<file path="src/include/dac_pkg.sv">
package dac_pkg;
  // Register indices; the bus byte address is four times the index
  localparam logic [15:0] dac_code_ch0_addr = 16'hfff8;
  localparam logic [15:0] dac_code_ch1_addr = 16'hfff9;
  localparam logic [15:0] dac_control_addr = 16'hfffa;
  localparam logic [7:0] code_reset = 8'h00;
  localparam logic [7:0] control_reset = 8'h1f;
  localparam logic [4:0] control_reserved = 5'h1f;
  localparam int out_enable_ch1_bit = 7;
  localparam int out_enable_ch0_bit = 6;
  localparam int joint_convert_enable_bit = 5;
  localparam int code_width = 8;
  localparam int full_scale = 256;
  localparam int max_conv_time_ns = 10000;
  localparam int clk_period_ns = 20;
  localparam int conv_cycles = max_conv_time_ns / clk_period_ns;
  typedef enum logic [1:0] {
    apb_idle = 2'b00,
    apb_access = 2'b01
  } apb_state_t;
endpackage

</file>
<file path="src/logic/dac_apb_slave.sv">
module dac_apb_slave
  import dac_pkg::*;
(
  input wire logic pclk,
  input wire logic presetn,
  input wire logic psel,
  input wire logic penable,
  input wire logic pwrite,
  input wire logic [17:0] paddr,
  input wire logic [31:0] pwdata,
  input wire logic [3:0] pstrb,
  input wire logic [7:0] rd_code_ch0,
  input wire logic [7:0] rd_code_ch1,
  input wire logic [7:0] rd_control,
  output logic [31:0] prdata,
  output logic pready,
  output logic pslverr,
  output logic wr_code_ch0,
  output logic wr_code_ch1,
  output logic wr_control,
  output logic [7:0] wr_data
);
  logic access;
  logic [31:0] next_prdata;
  logic next_pslverr;
  logic hit0;
  logic hit1;
  logic hit2;

  // One register per aligned word; unaligned byte addresses are unmapped
  assign access = psel && penable;
  always_comb begin
    hit0 = 1'b0;
    hit1 = 1'b0;
    hit2 = 1'b0;
    if (paddr == {dac_code_ch0_addr, 2'b00}) begin
      hit0 = 1'b1;
    end else if (paddr == {dac_code_ch1_addr, 2'b00}) begin
      hit1 = 1'b1;
    end else if (paddr == {dac_control_addr, 2'b00}) begin
      hit2 = 1'b1;
    end
  end

  always_comb begin
    next_prdata = 32'h0000_0000;
    next_pslverr = 1'b0;
    wr_code_ch0 = 1'b0;
    wr_code_ch1 = 1'b0;
    wr_control = 1'b0;
    wr_data = pwdata[7:0];
    if (psel && !penable) begin
      if (!(hit0 || hit1 || hit2)) begin
        next_pslverr = 1'b1;
      end
      if (hit0) begin
        next_prdata = {24'h000000, rd_code_ch0};
      end else if (hit1) begin
        next_prdata = {24'h000000, rd_code_ch1};
      end else if (hit2) begin
        next_prdata = {24'h000000, rd_control};
      end
    end else if (access && pwrite && pstrb[0]) begin
      wr_code_ch0 = hit0;
      wr_code_ch1 = hit1;
      wr_control = hit2;
    end
  end

  // Zero wait states: setup cycle prepares read data, access completes
  always_ff @(posedge pclk or negedge presetn) begin
    if (!presetn) begin
      prdata <= 32'h0000_0000;
      pslverr <= 1'b0;
      pready <= 1'b0;
    end else begin
      pready <= psel && !penable;
      if (psel && !penable) begin
        prdata <= pwrite ? 32'h0000_0000 : next_prdata;
        pslverr <= next_pslverr;
      end else if (!psel) begin
        pslverr <= 1'b0;
      end
    end
  end
endmodule // dac_apb_slave

</file>
<file path="src/logic/dac_channel.sv">
module dac_channel
  import dac_pkg::*;
#(
  parameter int conv_count = conv_cycles
) (
  input wire logic pclk,
  input wire logic presetn,
  input wire logic clear,
  input wire logic convert,
  input wire logic restart,
  output logic busy
);
  logic [15:0] count;
  logic [15:0] next_count;

  // Settling delay of the analog path; restarts on each code write while the channel converts
  always_comb begin
    next_count = count;
    if (clear || !convert) begin
      next_count = 16'h0000;
    end else if (restart) begin
      next_count = 16'(conv_count);
    end else if (count != 16'h0000) begin
      next_count = count - 16'h0001;
    end
  end

  always_ff @(posedge pclk or negedge presetn) begin
    if (!presetn) begin
      count <= 16'h0000;
    end else begin
      count <= next_count;
    end
  end

  assign busy = (count != 16'h0000);
endmodule // dac_channel

</file>
<file path="src/logic/dac_control_top.sv">
// Overview of operation
// [RULE1] Code registers read/write, clear on reset, standby
// [RULE2] Control register resets to 0x1f
// [RULE3] Bit 7 enables channel 1 conversion and pin
// [RULE4] Bit 6 enables channel 0 conversion and pin
// [RULE5] Bit 5 ties both channels' conversion together
// [RULE6] No enable stops both; joint plus any converts both
// [RULE7] Pin drive follows own enable only
// [RULE8] Control bits 4..0 read one, ignore writes
// [RULE9] Enabled channel converts its code continuously
// [RULE10] New code write restarts conversion at once
// [RULE11] Level is reference times code over 256
// [RULE12] Output holds until new code or disable
// [RULE13] Cleared enable releases pin as input
// [RULE14] Joint bit keeps analog circuitry powered
// [RULE15] Per-channel code, convert, drive outputs to macro
//
// Added by the designer: the APB interface to the registers.
module dac_control_top
  import dac_pkg::*;
#(
  parameter int conv_count = conv_cycles
) (
  input wire logic pclk,
  input wire logic presetn,
  input wire logic standby,
  input wire logic adc_start_bit,
  input wire logic psel,
  input wire logic penable,
  input wire logic pwrite,
  input wire logic [17:0] paddr,
  input wire logic [31:0] pwdata,
  input wire logic [3:0] pstrb,
  output logic [31:0] prdata,
  output logic pready,
  output logic pslverr,
  output logic [7:0] analog_out_ch0,
  output logic [7:0] analog_out_ch1,
  output logic convert_ch0,
  output logic convert_ch1,
  output logic analog_out_ch0_oe,
  output logic analog_out_ch1_oe,
  output logic settling_ch0,
  output logic settling_ch1,
  output logic analog_power
);
  logic [7:0] dac_code_ch0;
  logic [7:0] dac_code_ch1;
  logic out_enable_ch1;
  logic out_enable_ch0;
  logic joint_convert_enable;
  logic [7:0] next_code_ch0;
  logic [7:0] next_code_ch1;
  logic next_oe1;
  logic next_oe0;
  logic next_joint;
  logic [7:0] control_view;
  logic wr_code_ch0;
  logic wr_code_ch1;
  logic wr_control;
  logic [7:0] wr_data;
  logic conv0;
  logic conv1;
  logic [1:0] conv_vec;
  logic [1:0] restart_vec;
  logic [1:0] busy_vec;

  assign control_view = {out_enable_ch1, out_enable_ch0, joint_convert_enable, control_reserved}; // RULE8

  dac_apb_slave u_bus (
    .pclk(pclk),
    .presetn(presetn),
    .psel(psel),
    .penable(penable),
    .pwrite(pwrite),
    .paddr(paddr),
    .pwdata(pwdata),
    .pstrb(pstrb),
    .rd_code_ch0(dac_code_ch0),
    .rd_code_ch1(dac_code_ch1),
    .rd_control(control_view),
    .prdata(prdata),
    .pready(pready),
    .pslverr(pslverr),
    .wr_code_ch0(wr_code_ch0),
    .wr_code_ch1(wr_code_ch1),
    .wr_control(wr_control),
    .wr_data(wr_data)
  );

  always_comb begin
    next_code_ch0 = dac_code_ch0;
    next_code_ch1 = dac_code_ch1;
    next_oe1 = out_enable_ch1;
    next_oe0 = out_enable_ch0;
    next_joint = joint_convert_enable;
    if (standby) begin
      next_code_ch0 = code_reset; // RULE1
      next_code_ch1 = code_reset; // RULE1
      next_oe1 = control_reset[out_enable_ch1_bit]; // RULE2
      next_oe0 = control_reset[out_enable_ch0_bit]; // RULE2
      next_joint = control_reset[joint_convert_enable_bit]; // RULE2
    end else begin
      if (wr_code_ch0) begin
        next_code_ch0 = wr_data; // RULE1
      end
      if (wr_code_ch1) begin
        next_code_ch1 = wr_data; // RULE1
      end
      if (wr_control) begin
        next_oe1 = wr_data[out_enable_ch1_bit]; // RULE3
        next_oe0 = wr_data[out_enable_ch0_bit]; // RULE4
        next_joint = wr_data[joint_convert_enable_bit]; // RULE5
      end
    end
  end

  always_ff @(posedge pclk or negedge presetn) begin
    if (!presetn) begin
      dac_code_ch0 <= code_reset; // RULE1
      dac_code_ch1 <= code_reset;
      out_enable_ch1 <= control_reset[out_enable_ch1_bit]; // RULE2
      out_enable_ch0 <= control_reset[out_enable_ch0_bit];
      joint_convert_enable <= control_reset[joint_convert_enable_bit];
    end else begin
      dac_code_ch0 <= next_code_ch0;
      dac_code_ch1 <= next_code_ch1;
      out_enable_ch1 <= next_oe1;
      out_enable_ch0 <= next_oe0;
      joint_convert_enable <= next_joint;
    end
  end

  // Conversion enable table
  always_comb begin
    conv0 = out_enable_ch0 || (joint_convert_enable && out_enable_ch1); // RULE4 RULE5 RULE6
    conv1 = out_enable_ch1 || (joint_convert_enable && out_enable_ch0); // RULE3 RULE5 RULE6
  end

  assign conv_vec = {conv1, conv0};
  assign restart_vec = {wr_code_ch1, wr_code_ch0} & {2{!standby}}; // RULE10

  // One settling counter per channel
  for (genvar ch = 0; ch < 2; ch++) begin : g_chan
    dac_channel #(.conv_count(conv_count)) u_chan (
      .pclk(pclk),
      .presetn(presetn),
      .clear(standby),
      .convert(conv_vec[ch]),
      .restart(restart_vec[ch]), // RULE10
      .busy(busy_vec[ch])
    );
  end

  // Registered copies of the macro controls; they trail the registers by one cycle
  always_ff @(posedge pclk or negedge presetn) begin
    if (!presetn) begin
      analog_out_ch0 <= code_reset;
      analog_out_ch1 <= code_reset;
      convert_ch0 <= 1'b0;
      convert_ch1 <= 1'b0;
      analog_out_ch0_oe <= 1'b0;
      analog_out_ch1_oe <= 1'b0;
      settling_ch0 <= 1'b0;
      settling_ch1 <= 1'b0;
      analog_power <= 1'b0;
    end else begin
      // Macro produces reference*code/256; code passes continuously
      analog_out_ch0 <= dac_code_ch0; // RULE9 RULE11 RULE12 RULE15
      analog_out_ch1 <= dac_code_ch1; // RULE9 RULE11 RULE12 RULE15
      convert_ch0 <= conv0; // RULE15
      convert_ch1 <= conv1; // RULE15
      analog_out_ch0_oe <= out_enable_ch0; // RULE7 RULE13
      analog_out_ch1_oe <= out_enable_ch1; // RULE7 RULE13
      settling_ch0 <= busy_vec[0];
      settling_ch1 <= busy_vec[1];
      analog_power <= joint_convert_enable || conv0 || conv1 || adc_start_bit; // RULE14
    end
  end
endmodule // dac_control_top

</file>
<file path="config.mk">
export PLATFORM = sky130hd
export DESIGN_NAME = dac_control_top
export DESIGN_NICKNAME = d
export VERILOG_FILES = /design/src/include/dac_pkg.sv /design/src/logic/dac_apb_slave.sv /design/src/logic/dac_channel.sv /design/src/logic/dac_control_top.sv
export SDC_FILE = /design/constraint.sdc
export NUM_CORES = 1
export LEC_CHECK = 0
export ABC_AREA = 0
export BUFFER_PORTS_ARGS = -buffer_cell sky130_fd_sc_hd__buf_4
export CAP_MARGIN = 20
export CORE_ASPECT_RATIO = 0.6
export CORE_MARGIN = 2
export CORE_UTILIZATION = 45
export DETAILED_ROUTE_END_ITERATION = 10
export PLACE_DENSITY = 0.76
export SYNTH_ARGS = -nofsm -noshare
export SYNTH_HDL_FRONTEND = slang
export SYNTH_SLANG_ARGS = --single-unit
</file>
<file path="constraint.sdc">
create_clock -name pclk -period 2.5 [get_ports pclk]
set_input_delay 0.5 -clock pclk [delete_from_list [all_inputs] [get_ports pclk]]
set_output_delay 0.5 -clock pclk [all_outputs]
set_load 0.02 [all_outputs]
</file>
# ---- Word-level counts from Yosys, hierarchy flattened
# Index checks and enable logic that the tools add are counted.
dict set report word_totals {
  reg_bits 108
  out_inout_bits 57
  elab_cells 87
}
dict set report op_classes {
  addsub 2
  n_eq_ne 4
  n_mux 35
  bitwise 1
  reduce_logical 26
}
# operator n
set ops {}
lappend ops {{16-bit 2-to-1 mux} 6}
lappend ops {{32-bit 2-to-1 mux} 3}
lappend ops {{18-bit equality test, second input constant} 3}
lappend ops {{8-bit 2-to-1 mux} 5}
lappend ops {{16-bit nonzero test} 2}
lappend ops {{16-bit by 1-bit subtractor with 16-bit output, second input constant} 2}
lappend ops {{1-bit 2-to-1 mux} 21}
lappend ops {{1-bit logical OR} 9}
lappend ops {{1-bit logical AND} 6}
lappend ops {{2-bit nonzero test} 3}
lappend ops {{3-bit nonzero test} 2}
lappend ops {{1-bit logical NOT} 4}
lappend ops {{2-bit bitwise AND} 1}
lappend ops {{2-bit by 1-bit inequality test with 1-bit output, second input constant} 1}

# ---- Logic depth before layout (Yosys ltp)
# Gate-level depths: netlist (run 1).
dict set report logic_depth {
  ltp_word 8
  ltp_mapped 7
}

# ---- By module
# Synthesis (run 1) repeated with hierarchy kept, for this count alone.
dict set report hier_totals {
  cells_unflattened 379
  hier_area_um2 4085.2
}
# module n_inst cells_per_inst area_each_um2 seq_area_each_um2
set by_module_without_submodules {}
lappend by_module_without_submodules {dac_control_top 1 90 1376.3 1051.0}
lappend by_module_without_submodules {{dac_channel at g_chan[0].u_chan} 1 94 920.9 400.4}
lappend by_module_without_submodules {{dac_channel at g_chan[1].u_chan} 1 96 902.1 400.4}
lappend by_module_without_submodules {dac_apb_slave 1 99 885.8 250.2}

# ---- Worst setup path before layout (run 1)
# No wires, ideal clock.
dict set report synth_timing {
  path_kind {in2reg}
  start {input port paddr[1]}
  end {register dac_code_ch1[5]}
  setup_time_ns 0.132
  arrival_time_ns 2.048
  required_time_ns 2.368
  slack_ns 0.320
  stages 6
  path_buffers 1
  path_cell_list {or4b_1 nor4_2 nand2_2 buf_2 mux2i_1 nor2_1}
}
dict set report synth_via {
  elab_chain_cells 6
}
# element line_no
set synth_lines {}
lappend synth_lines {{from (decl)} dac_control_top.sv:31} ;# input wire logic [17:0] paddr,
lappend synth_lines {{18-bit equality test} dac_apb_slave.sv:38} ;# end else if (paddr == {dac_code_ch1_addr, 2'b00}) begin
lappend synth_lines {{1-bit 2-to-1 mux} dac_apb_slave.sv:38}
lappend synth_lines {{1-bit 2-to-1 mux *} dac_apb_slave.sv:36} ;# if (paddr == {dac_code_ch0_addr, 2'b00}) begin
lappend synth_lines {{1-bit 2-to-1 mux *} dac_apb_slave.sv:63} ;# end else if (access && pwrite && pstrb[0]) begin
lappend synth_lines {{1-bit 2-to-1 mux *} dac_apb_slave.sv:52} ;# if (psel && !penable) begin
lappend synth_lines {{2-bit nonzero test (no line) *} --}
lappend synth_lines {{to (signal assigned)} dac_control_top.sv:121} ;# dac_code_ch1 <= code_reset;
lappend synth_lines {{to (signal assigned)} dac_control_top.sv:127} ;# dac_code_ch1 <= next_code_ch1;
lappend synth_lines {{to (decl)} dac_control_top.sv:48} ;# logic [7:0] dac_code_ch1;
# Mark *: on every way between the ends. The rest lies on a longest branch, timed or not.
# A chain may end at the register's enable or synchronous reset.

# ---- Worst setup path after layout (run 1)
dict set report layout_timing {
  start {register g_chan[0].u_chan.count[4]}
  end {register g_chan[0].u_chan.count[9]}
}
dict set report layout_via {
  elab_chain_cells 4
}
# element line_no
set layout_lines {}
lappend layout_lines {{from (decl)} dac_channel.sv:13} ;# logic [15:0] count;
lappend layout_lines {{from (signal assigned)} dac_channel.sv:32} ;# count <= next_count;
lappend layout_lines {{16-bit by 1-bit subtractor with 16-bit output} dac_channel.sv:24} ;# next_count = count - 16'h0001;
lappend layout_lines {{16-bit 2-to-1 mux} dac_channel.sv:23} ;# end else if (count != 16'h0000) begin
lappend layout_lines {{16-bit 2-to-1 mux} dac_channel.sv:21} ;# end else if (restart) begin
lappend layout_lines {{16-bit 2-to-1 mux} dac_channel.sv:19} ;# if (clear || !convert) begin
# Parallel ways exist; a longest one is shown, timed or not. The select of a mux whose other input is x is not followed.

==> results.json, run 1 <==
{
  "cp_max_fo": 6,
  "nFillCells": 718,
  "layout.nets": 519,
  "ir_drop_uv": 381,
  "areaGrowthSynthToFinish_pct": 22.4,
  "synth_area_per_cell_um2": 10.3,
  "crit_slowest_cell": "or4_4",
  "crit_chain": "or4_4 -> or4_1 -> or3_1 -> a21oi_1",
  "grt_pass1_wl_mm": 14.5,
  "met2_length_mm": 3.83,
  "fmax_ghz": 0.458,
  "syn_inst": 379,
  "clock_latency_ns": 0.34,
  "worstRegToRegCells": 4,
  "cts_resized": 0,
  "htree_levels": 3,
  "status": "complete, no violations",
  "initial_core_util_pct": 46.2,
  "routed.top_layer": "met4",
  "post-route-util_pct": 56.5,
  "layout_min_cycle_time_ns": 2.18,
  "synth-async-reset-ratio_pct": 100,
  "layout-drive-gt1-share_pct": 23.3,
  "finalSetupTns_ns": 0,
  "cts_made_buffers": 9,
  "ctsRootBufferMaster": "clkbuf_16",
  "crit_end": "g_chan[0].u_chan.count[9]",
  "ctsHoldBuffers": 0,
  "synth_cell_types": 43,
  "startpoint_type": "register",
  "clock_skew_ns": 0.00723,
  "port-buffer-count": 66,
  "yosysSeqAreaShare_pct": 53.8,
  "rows": 26,
  "finalCritPeriodShare_pct": 87.3,
  "drv_slew": 0,
  "grt_pass1_vias": 2811,
  "cts_setup_buffers": 0,
  "final-seq-area_mm2": 0.00210,
  "gp_congestion": 0.868,
  "routed_wl_mm": 8.65,
  "ant_nets": 0,
  "die-area_mm2": 0.00946,
  "rsz0062_at_grt": "false",
  "cpPeakStageDelay_ns": 0.60,
  "wire_per_inst_um": 15.1,
  "die_height_um": 76.2,
  "cts_tree": "built",
  "yosys_warnings": 0,
  "r2r_start": "g_chan[0].u_chan.count[4]",
  "yosysTopAreaCellShare_pct": 53.8,
  "ys_ff_latch": 84,
  "clock_path_buffers": 2,
  "crit_buf_inv": 0,
  "syn_area_mm2": 0.00390,
  "maxCapViolations": 0,
  "drt_iter0_drc": 237,
  "met3RoutedLength_um": 706,
  "finalSetupViolCount": 0,
  "netlist_top_cells_count": "dfrtp_1, nor2_1, nand2_1",
  "leakage_nw": 2.41,
  "grt.total_usage_pct": 19.5,
  "crit_cells": 4,
  "grt_overflow": 0,
  "viasPerCell": 5.19,
  "antenna_found_initial": 0,
  "netlist_top_cells_area": "dfrtp_1, buf_4, nor2_1",
  "synth_edf_count": 0,
  "synth_top_area_cell": "dfrtp_1",
  "max_slew_margin_pct": 61.0,
  "critical_path_class": "reg2reg",
  "vias": 2962,
  "crit_family": "simple AND/OR/NAND/NOR gates",
  "die_w_um": 124,
  "drc_errors": 0,
  "drt-met1-wl_mm": 4.00,
  "cts.clk_slew.worst_paths_ns": 0.07,
  "min_path_type": "in2async",
  "firstDrtPassIters": 5,
  "crit_arrival_ns": 2.45,
  "core-area_mm2": 0.00846,
  "holdWs_ns": 0.0136,
  "required_ns": 2.77,
  "final-hold-violation-count": 0,
  "tightest_slew_ns": 0.570,
  "multi_input_area_mm2": 0.00162,
  "rr_endpoint": "g_chan[0].u_chan.count[9]",
  "synth_flop_cell": "dfrtp_1",
  "dp_hpwl_mm": 6.30,
  "grt_max_degree": 71,
  "reg2reg_slack_ns": 0.32,
  "clkSinkCount": 84,
  "ioPinCount": 118,
  "synth.most_common_cell": "dfrtp_1",
  "p_per_area_mw_per_mm2": 570,
  "setup.worst_path.start": "g_chan[0].u_chan.count[4]",
  "endpoint_kind": "register",
  "antenna_cells": 0
}
==> worst min-delay path by stage <==
stage | from | endpoint | slack (ns)
floorplan | presetn | analog_out_ch0[0] | 0.20
global placement | presetn | analog_out_ch0[2] | 0.37
detailed placement | presetn | analog_out_ch1[2] | 0.38
finish | presetn | analog_out_ch1[1] | 0.01
global route | presetn | analog_out_ch1[1] | 0.01
CTS | presetn | analog_out_ch1[1] | 0.008
==> cells by family (layout without fill, tap and decap cells) <==
logic type / Yosys count / in the layout / synth area share [%]
simple gates: 153 / 153 / 20.8
flops: 84 / 84 / 53.8
buf+inv: 48 / 105 / 7.02
compound gates: 47 / 47 / 7.05
xor+xnor: 26 / 26 / 5.83
mux: 16 / 16 / 4.10
fa+ha+maj: 4 / 4 / 1.28
other cells: 1 / 24 / 0.0960
==> worst reg2reg max path: cells and delay by family (launching register included) <==
kind,cells,cell delay [ns]
and+or+nand+nor,3,1.58
DFF,1,0.41
AOI/OAI and AO/OA,1,0.12
==> cell usage in the layout, fill, tap and decap left out, types with 5 or more instances in the layout <==
cell / instances
o21ai_0: 7
nor2b_1: 5
inv_1: 13
buf_4: 74
nand3_1: 7
clkbuf_16: 9
or4_1: 5
or3_1: 5
clkinvlp_4: 5
nand4_1: 9
nand2_1: 37
xnor2_1: 16
xor2_1: 10
dfrtp_1: 84
mux2i_1: 16
nor4_1: 6
nor2_1: 47
a21oi_1: 22
a211oi_1: 7
conb_1: 24
nor3_1: 7
==> cell type report <==
cell class | count | area share (%)
timing repair buffer | 76 | 12.5
inverter | 13 | 1.02
sequential | 84 | 44.0
tap | 112 | 2.93
clock buffer | 9 | 4.71
multi-input combinational | 270 | 33.8
clock inverter | 7 | 1.07
==> power breakdown <==
part / internal [W] / switching (W)
registers: 0.00136 / 0.000000996
logic: 0.0000460 / 0.0000983
clock network: 0.000673 / 0.000545
==> per-stage QoR <==
stage,worst slack (ns),instance area (µm²),instances,total power [W]
floorplan,0.320,3990,402,0.00147
global placement,0.140,4500,555,0.00153
detailed placement,0.127,4500,555,0.00153
CTS,0.313,4780,571,0.00275
global route,0.233,4780,571,0.00283
finish,0.319,4780,571,0.00273
==> registers in the layout (all words and copies together) (netlist names), 8 cells and up <==
name and count:
dac_code_ch0 8, dac_code_ch1 8, analog_out_ch1 8, u_bus.prdata 8, g_chan.u_chan.count 32, analog_out_ch0 8
==> routing by layer <==
| layer | track usage (%) | vias to the layer above |
|---|---|---|
| li1 | - | 1408 |
| met1 | 27.4 | 1425 |
| met2 | 27.9 | 117 |
| met3 | 8.01 | 12 |
| met4 | 5.62 | 0 |
| met5 | 0 | - |
No activity file was read; power rests on OpenSTA's default activity.
==> inputs of run 2 (changes only) <==
RECOVER_POWER = 100   (was unset)
==> run 2 against run 1 <==
Combinational power fell by 5%. Flip-flop and latch count is the same. First-iteration DRC count increased by 14%. Clock skew about the same. Sequential power hardly changed. Register-to-register slack lost 0.099 ns. Cell area decreased by 4.2%.
==> results.json, run 2 (same netlist as run 1, synthesis figures left out) <==
{
  "p_per_area_mw_per_mm2": 593,
  "finalSetupTns_ns": 0,
  "mostFrequentLayoutCells": "dfrtp_1, nor2_1, nand2_1, clkbuf_1, buf_4",
  "cts.clk_slew.worst_paths_ns": 0.06,
  "required_ns": 2.73,
  "port-buffer-count": 66,
  "final_area_mm2": 0.00458,
  "crit_slowest_cell": "or4_1",
  "r2r_start": "g_chan[0].u_chan.count[4]",
  "ctsHoldBuffers": 0,
  "layout_min_cycle_time_ns": 2.28,
  "drv_slew": 0,
  "die-area_mm2": 0.00946,
  "holdWs_ns": 0.217,
  "tightest_slew_ns": 0.927,
  "cp_max_fo": 6,
  "gp_congestion": 0.868,
  "initial_core_util_pct": 46.2,
  "antenna_cells": 0,
  "vias": 2978,
  "ant_nets": 0,
  "stdcell_count": 571,
  "critical_path_class": "reg2reg",
  "crit_path_frequent_cell": "or4_1",
  "finalSetupViolCount": 0,
  "startpoint_type": "register",
  "leakage_nw": 2.24,
  "htree_levels": 3,
  "grt_overflow": 0,
  "grt.total_usage_pct": 19.5,
  "grt_pass1_vias": 2811,
  "die_height_um": 76.2,
  "drc_errors": 0,
  "firstDrtPassIters": 5,
  "setup.worst_path.start": "g_chan[0].u_chan.count[4]",
  "dp_hpwl_mm": 6.30,
  "placed_area_mm2": 0.00450,
  "grt_max_degree": 71,
  "ir_drop_uv": 381,
  "cts_setup_buffers": 0,
  "ctsRootBufferMaster": "clkbuf_16",
  "finalCritPeriodShare_pct": 91.2,
  "clock_path_buffers": 2,
  "maxCapViolations": 0,
  "clock_latency_ns": 0.34,
  "largest_reg_flops": 32,
  "antenna_found_initial": 0,
  "crit_arrival_ns": 2.51,
  "core-area_mm2": 0.00846,
  "rsz0062_at_grt": "false",
  "cts_made_buffers": 9,
  "cpPeakStageDelay_ns": 0.67,
  "viasPerCell": 5.22,
  "endpoint_kind": "register",
  "cts_resized": 0,
  "cts_tree": "built",
  "dp.cells": 555,
  "rows": 26,
  "fmax_ghz": 0.438,
  "areaGrowthSynthToFinish_pct": 17.3,
  "largest-register": "g_chan.u_chan.count",
  "clock_skew_ns": 0.00679,
  "status": "complete, no violations",
  "ioPinCount": 118,
  "die_w_um": 124,
  "final-hold-violation-count": 0,
  "clkSinkCount": 84,
  "min_path_type": "in2async",
  "layout.nets": 519,
  "max_slew_margin_pct": 38.2,
  "drt_iter0_drc": 269,
  "mostFrequentLayoutCell": "dfrtp_1",
  "layout-drive-gt1-share_pct": 13.9,
  "routed_wl_mm": 8.69,
  "wire_per_inst_um": 15.2,
  "grt_pass1_wl_mm": 14.5,
  "crit_chain": "or4_1 -> or4_1 -> nor3_1 -> xnor2_1 -> nor2_1"
}
-- run 2: cell types whose count changed in the layout (fill, tap and decap cells not counted), moves of 2 or more --
cell      previous run  this run
clkbuf_2             0         2
buf_4               74        32
buf_12               2         0
nor4_2               3         1
clkbuf_1             0        38
nor4_1               6         8
clkbuf_4             0         3
-- run 2: area by class of cell --
class	count	area, µm²
Fill cell	762	3880
Timing Repair Buffer	76	420
Clock inverter	7	51.3
Tap cell	112	140
Multi-Input combinational cell	270	1590
Clock buffer	9	225
Sequential cell	84	2100
Inverter	13	48.8
-- run 2: routing by layer --
layer / global-route usage (%) / share of wire (%) / vias up
li1: - / - / 1407
met1: 27.4 / 45 / 1423
met2: 27.9 / 44 / 137
met3: 8.01 / 9.8 / 11
met4: 5.62 / 1.4 / 0
met5: 0 / 0 / -
-- run 2: through the flow --
step | utilization (%) | setup slack (ns) | total power, W
2_1_floorplan | - | 0.320 | 0.00147
3_3_place_gp | 53.2 | 0.140 | 0.00153
3_5_place_dp | 53.2 | 0.127 | 0.00153
4_1_cts | 56.5 | 0.313 | 0.00275
5_1_grt | 54.1 | 0.120 | 0.00283
6_report | 54.1 | 0.219 | 0.00272
-- run 2: report_power, final --
| part | internal [W] | switching, W | total [W] |
|---|---|---|---|
| sequential | 0.00136 | 0.000000906 | 0.00136 |
| combinational | 0.0000403 | 0.0000969 | 0.000137 |
| clock | 0.000673 | 0.000542 | 0.00122 |
-- run 2: final timing paths --
check | to | slack, ns | depth (start not counted)
worst max-delay path | g_chan[0].u_chan.count[13] | 0.22 | 5
worst min register to register | analog_out_ch0[3] | 0.40 | 0
worst max register to register | g_chan[0].u_chan.count[13] | 0.22 | 5
worst min-delay path | analog_out_ch1[1] | 0.22 | 1
max in group asynchronous | g_chan[0].u_chan.count[12] | 0.82 | 2
min in group pclk | analog_power | 0.35 | 2
-- run 2: worst max-delay path: cells and delay by family (launching register included) --
family	cells	cell delay (ns)
AND/OR/NAND/NOR	4	1.61
flip-flops	1	0.41
XOR/XNOR	1	0.15
==> inputs of run 3 (changes only) <==
PLACE_DENSITY = 0.71   (was 0.76)
==> run 3 against run 2 <==
Clock skew decreased by 0.0015 ns. Die area stayed put. Critical path type unchanged. First-iteration DRC count is 29% lower. Critical endpoint is now g_chan[0].u_chan.count[9]. Largest cell class unchanged. Critical path depth down 1. Largest power group unchanged. Setup slack gained 0.036 ns.
==> results.json, run 3 (same netlist as run 1, synthesis figures left out) <==
{
  "max_slew_margin_pct": 20.8,
  "leakage_nw": 2.25,
  "cts_resized": 0,
  "drt_iter0_drc": 192,
  "crit_path_frequent_cell": "or4_1",
  "p_int_w": 0.00217,
  "holdWs_ns": 0.369,
  "cp_max_fo": 6,
  "placed_area_mm2": 0.00449,
  "startpoint_type": "register",
  "port-buffer-count": 66,
  "status": "complete, no violations",
  "reg2reg_slack_ns": 0.25,
  "finalSetupViolCount": 0,
  "clock_path_buffers": 2,
  "grt_max_degree": 49,
  "largest_reg_flops": 32,
  "hold_path_depth": 2,
  "final-hold-violation-count": 0,
  "final_area_mm2": 0.00458,
  "clock_latency_ns": 0.33,
  "crit_arrival_ns": 2.50,
  "seqPwrFrac_pct": 49.3,
  "crit_chain": "or4_1 -> or4_1 -> or3_1 -> a21oi_1",
  "finalCritPeriodShare_pct": 89.8,
  "rows": 26,
  "cts_setup_buffers": 0,
  "vias": 2919,
  "viasPerCell": 5.11,
  "ant_nets": 0,
  "firstDrtPassIters": 4,
  "areaGrowthSynthToFinish_pct": 17.4,
  "rsz0062_at_grt": "false",
  "worstRegToRegCells": 4,
  "ir_drop_uv": 345,
  "routed_wl_mm": 8.58,
  "fmax_ghz": 0.445,
  "grt.total_usage_pct": 19.2,
  "grt_overflow": 0,
  "drv_slew": 0,
  "p_sw_w": 0.000596,
  "layout.nets": 519,
  "cts.clk_slew.worst_paths_ns": 0.06,
  "ioPinCount": 118,
  "tightest_slew_ns": 1.19,
  "mostFrequentLayoutCells": "dfrtp_1, nor2_1, clkbuf_1",
  "critical_path_class": "reg2reg",
  "crit_slowest_cell": "or4_1",
  "antenna_cells": 0,
  "htree_levels": 3,
  "largest-register": "g_chan.u_chan.count",
  "ctsHoldBuffers": 0,
  "finalSetupTns_ns": 0,
  "die-area_mm2": 0.00946,
  "grt_pass1_vias": 2817,
  "nFillCells": 804,
  "power_frac_clock_pct": 45.8,
  "min_path_type": "in2reg",
  "dp_hpwl_mm": 6.27,
  "die_height_um": 76.2,
  "ctsRootBufferMaster": "clkbuf_16",
  "wire_per_inst_um": 15.0,
  "core-area_mm2": 0.00846,
  "gp_congestion": 0.865,
  "cts_made_buffers": 9,
  "p_per_area_mw_per_mm2": 603,
  "required_ns": 2.76,
  "mostFrequentLayoutCell": "dfrtp_1",
  "maxCapViolations": 0,
  "clkSinkCount": 84,
  "grt_pass1_wl_mm": 14.4,
  "combPwrFrac_pct": 4.9,
  "clock_skew_ns": 0.00532,
  "initial_core_util_pct": 46.2,
  "layout-drive-gt1-share_pct": 12.9,
  "die_w_um": 124,
  "antenna_found_initial": 0,
  "endpoint_kind": "register",
  "cts_tree": "built",
  "layout_min_cycle_time_ns": 2.25,
  "netSwitchingFraction_pct": 21.5,
  "cpPeakStageDelay_ns": 0.65,
  "drc_errors": 0
}
## run 3: metal layers
layer	global-route usage, %	part of all wire (%)
met1	26.0	47
met2	29.3	46
met3	7.87	6.8
met4	4.04	0.49
met5	0	0
## run 3: final timing paths
kind / startpoint / end
max: g_chan[0].u_chan.count[4] / g_chan[0].u_chan.count[9]
min: adc_start_bit / analog_power
max reg2reg: g_chan[0].u_chan.count[4] / g_chan[0].u_chan.count[9]
min reg2reg: dac_code_ch0[1] / analog_out_ch0[1]
max in group asynchronous: presetn / analog_out_ch1[6]
min in group asynchronous: presetn / dac_code_ch1[2]
## run 3: critical path: cells and delay by family, from the launching register on
kind	cells	cell delay, ns
compound gates	1	0.13
flops	1	0.40
simple gates	3	1.64
## run 3: layout make-up
| cell class | instances | area [µm²] | share of cell area [%] |
|---|---|---|---|
| multi-input cells | 270 | 1590 | 34.7 |
| repair buffers | 76 | 415 | 9.06 |
| clock inverters | 5 | 52.6 | 1.15 |
| inverters | 13 | 48.8 | 1.06 |
| clock buffers | 11 | 233 | 5.08 |
| flip-flops and latches | 84 | 2100 | 45.9 |
| well taps | 112 | 140 | 3.06 |
## run 3: metrics by stage
step / setup slack, ns / total power (W) / std cells / utilization [%]
6_report: 0.255 / 0.00277 / 571 / 54.2
5_1_grt: 0.146 / 0.00289 / 571 / 54.2
4_1_cts: 0.324 / 0.00282 / 571 / 56.4
3_5_place_dp: 0.0283 / 0.00153 / 555 / 53.1
3_3_place_gp: 0.0876 / 0.00153 / 555 / 53.1
2_1_floorplan: 0.320 / 0.00147 / 402 / -
## run 3: power groups by stage
stage	clock (W)	sequential, W	combinational (W)
floorplan	0	0.00139	0.0000823
global placement	0	0.00139	0.000143
CTS	0.00131	0.00136	0.000146
global route	0.00138	0.00136	0.000151
finish	0.00127	0.00136	0.000136
detailed placement	0	0.00139	0.000146
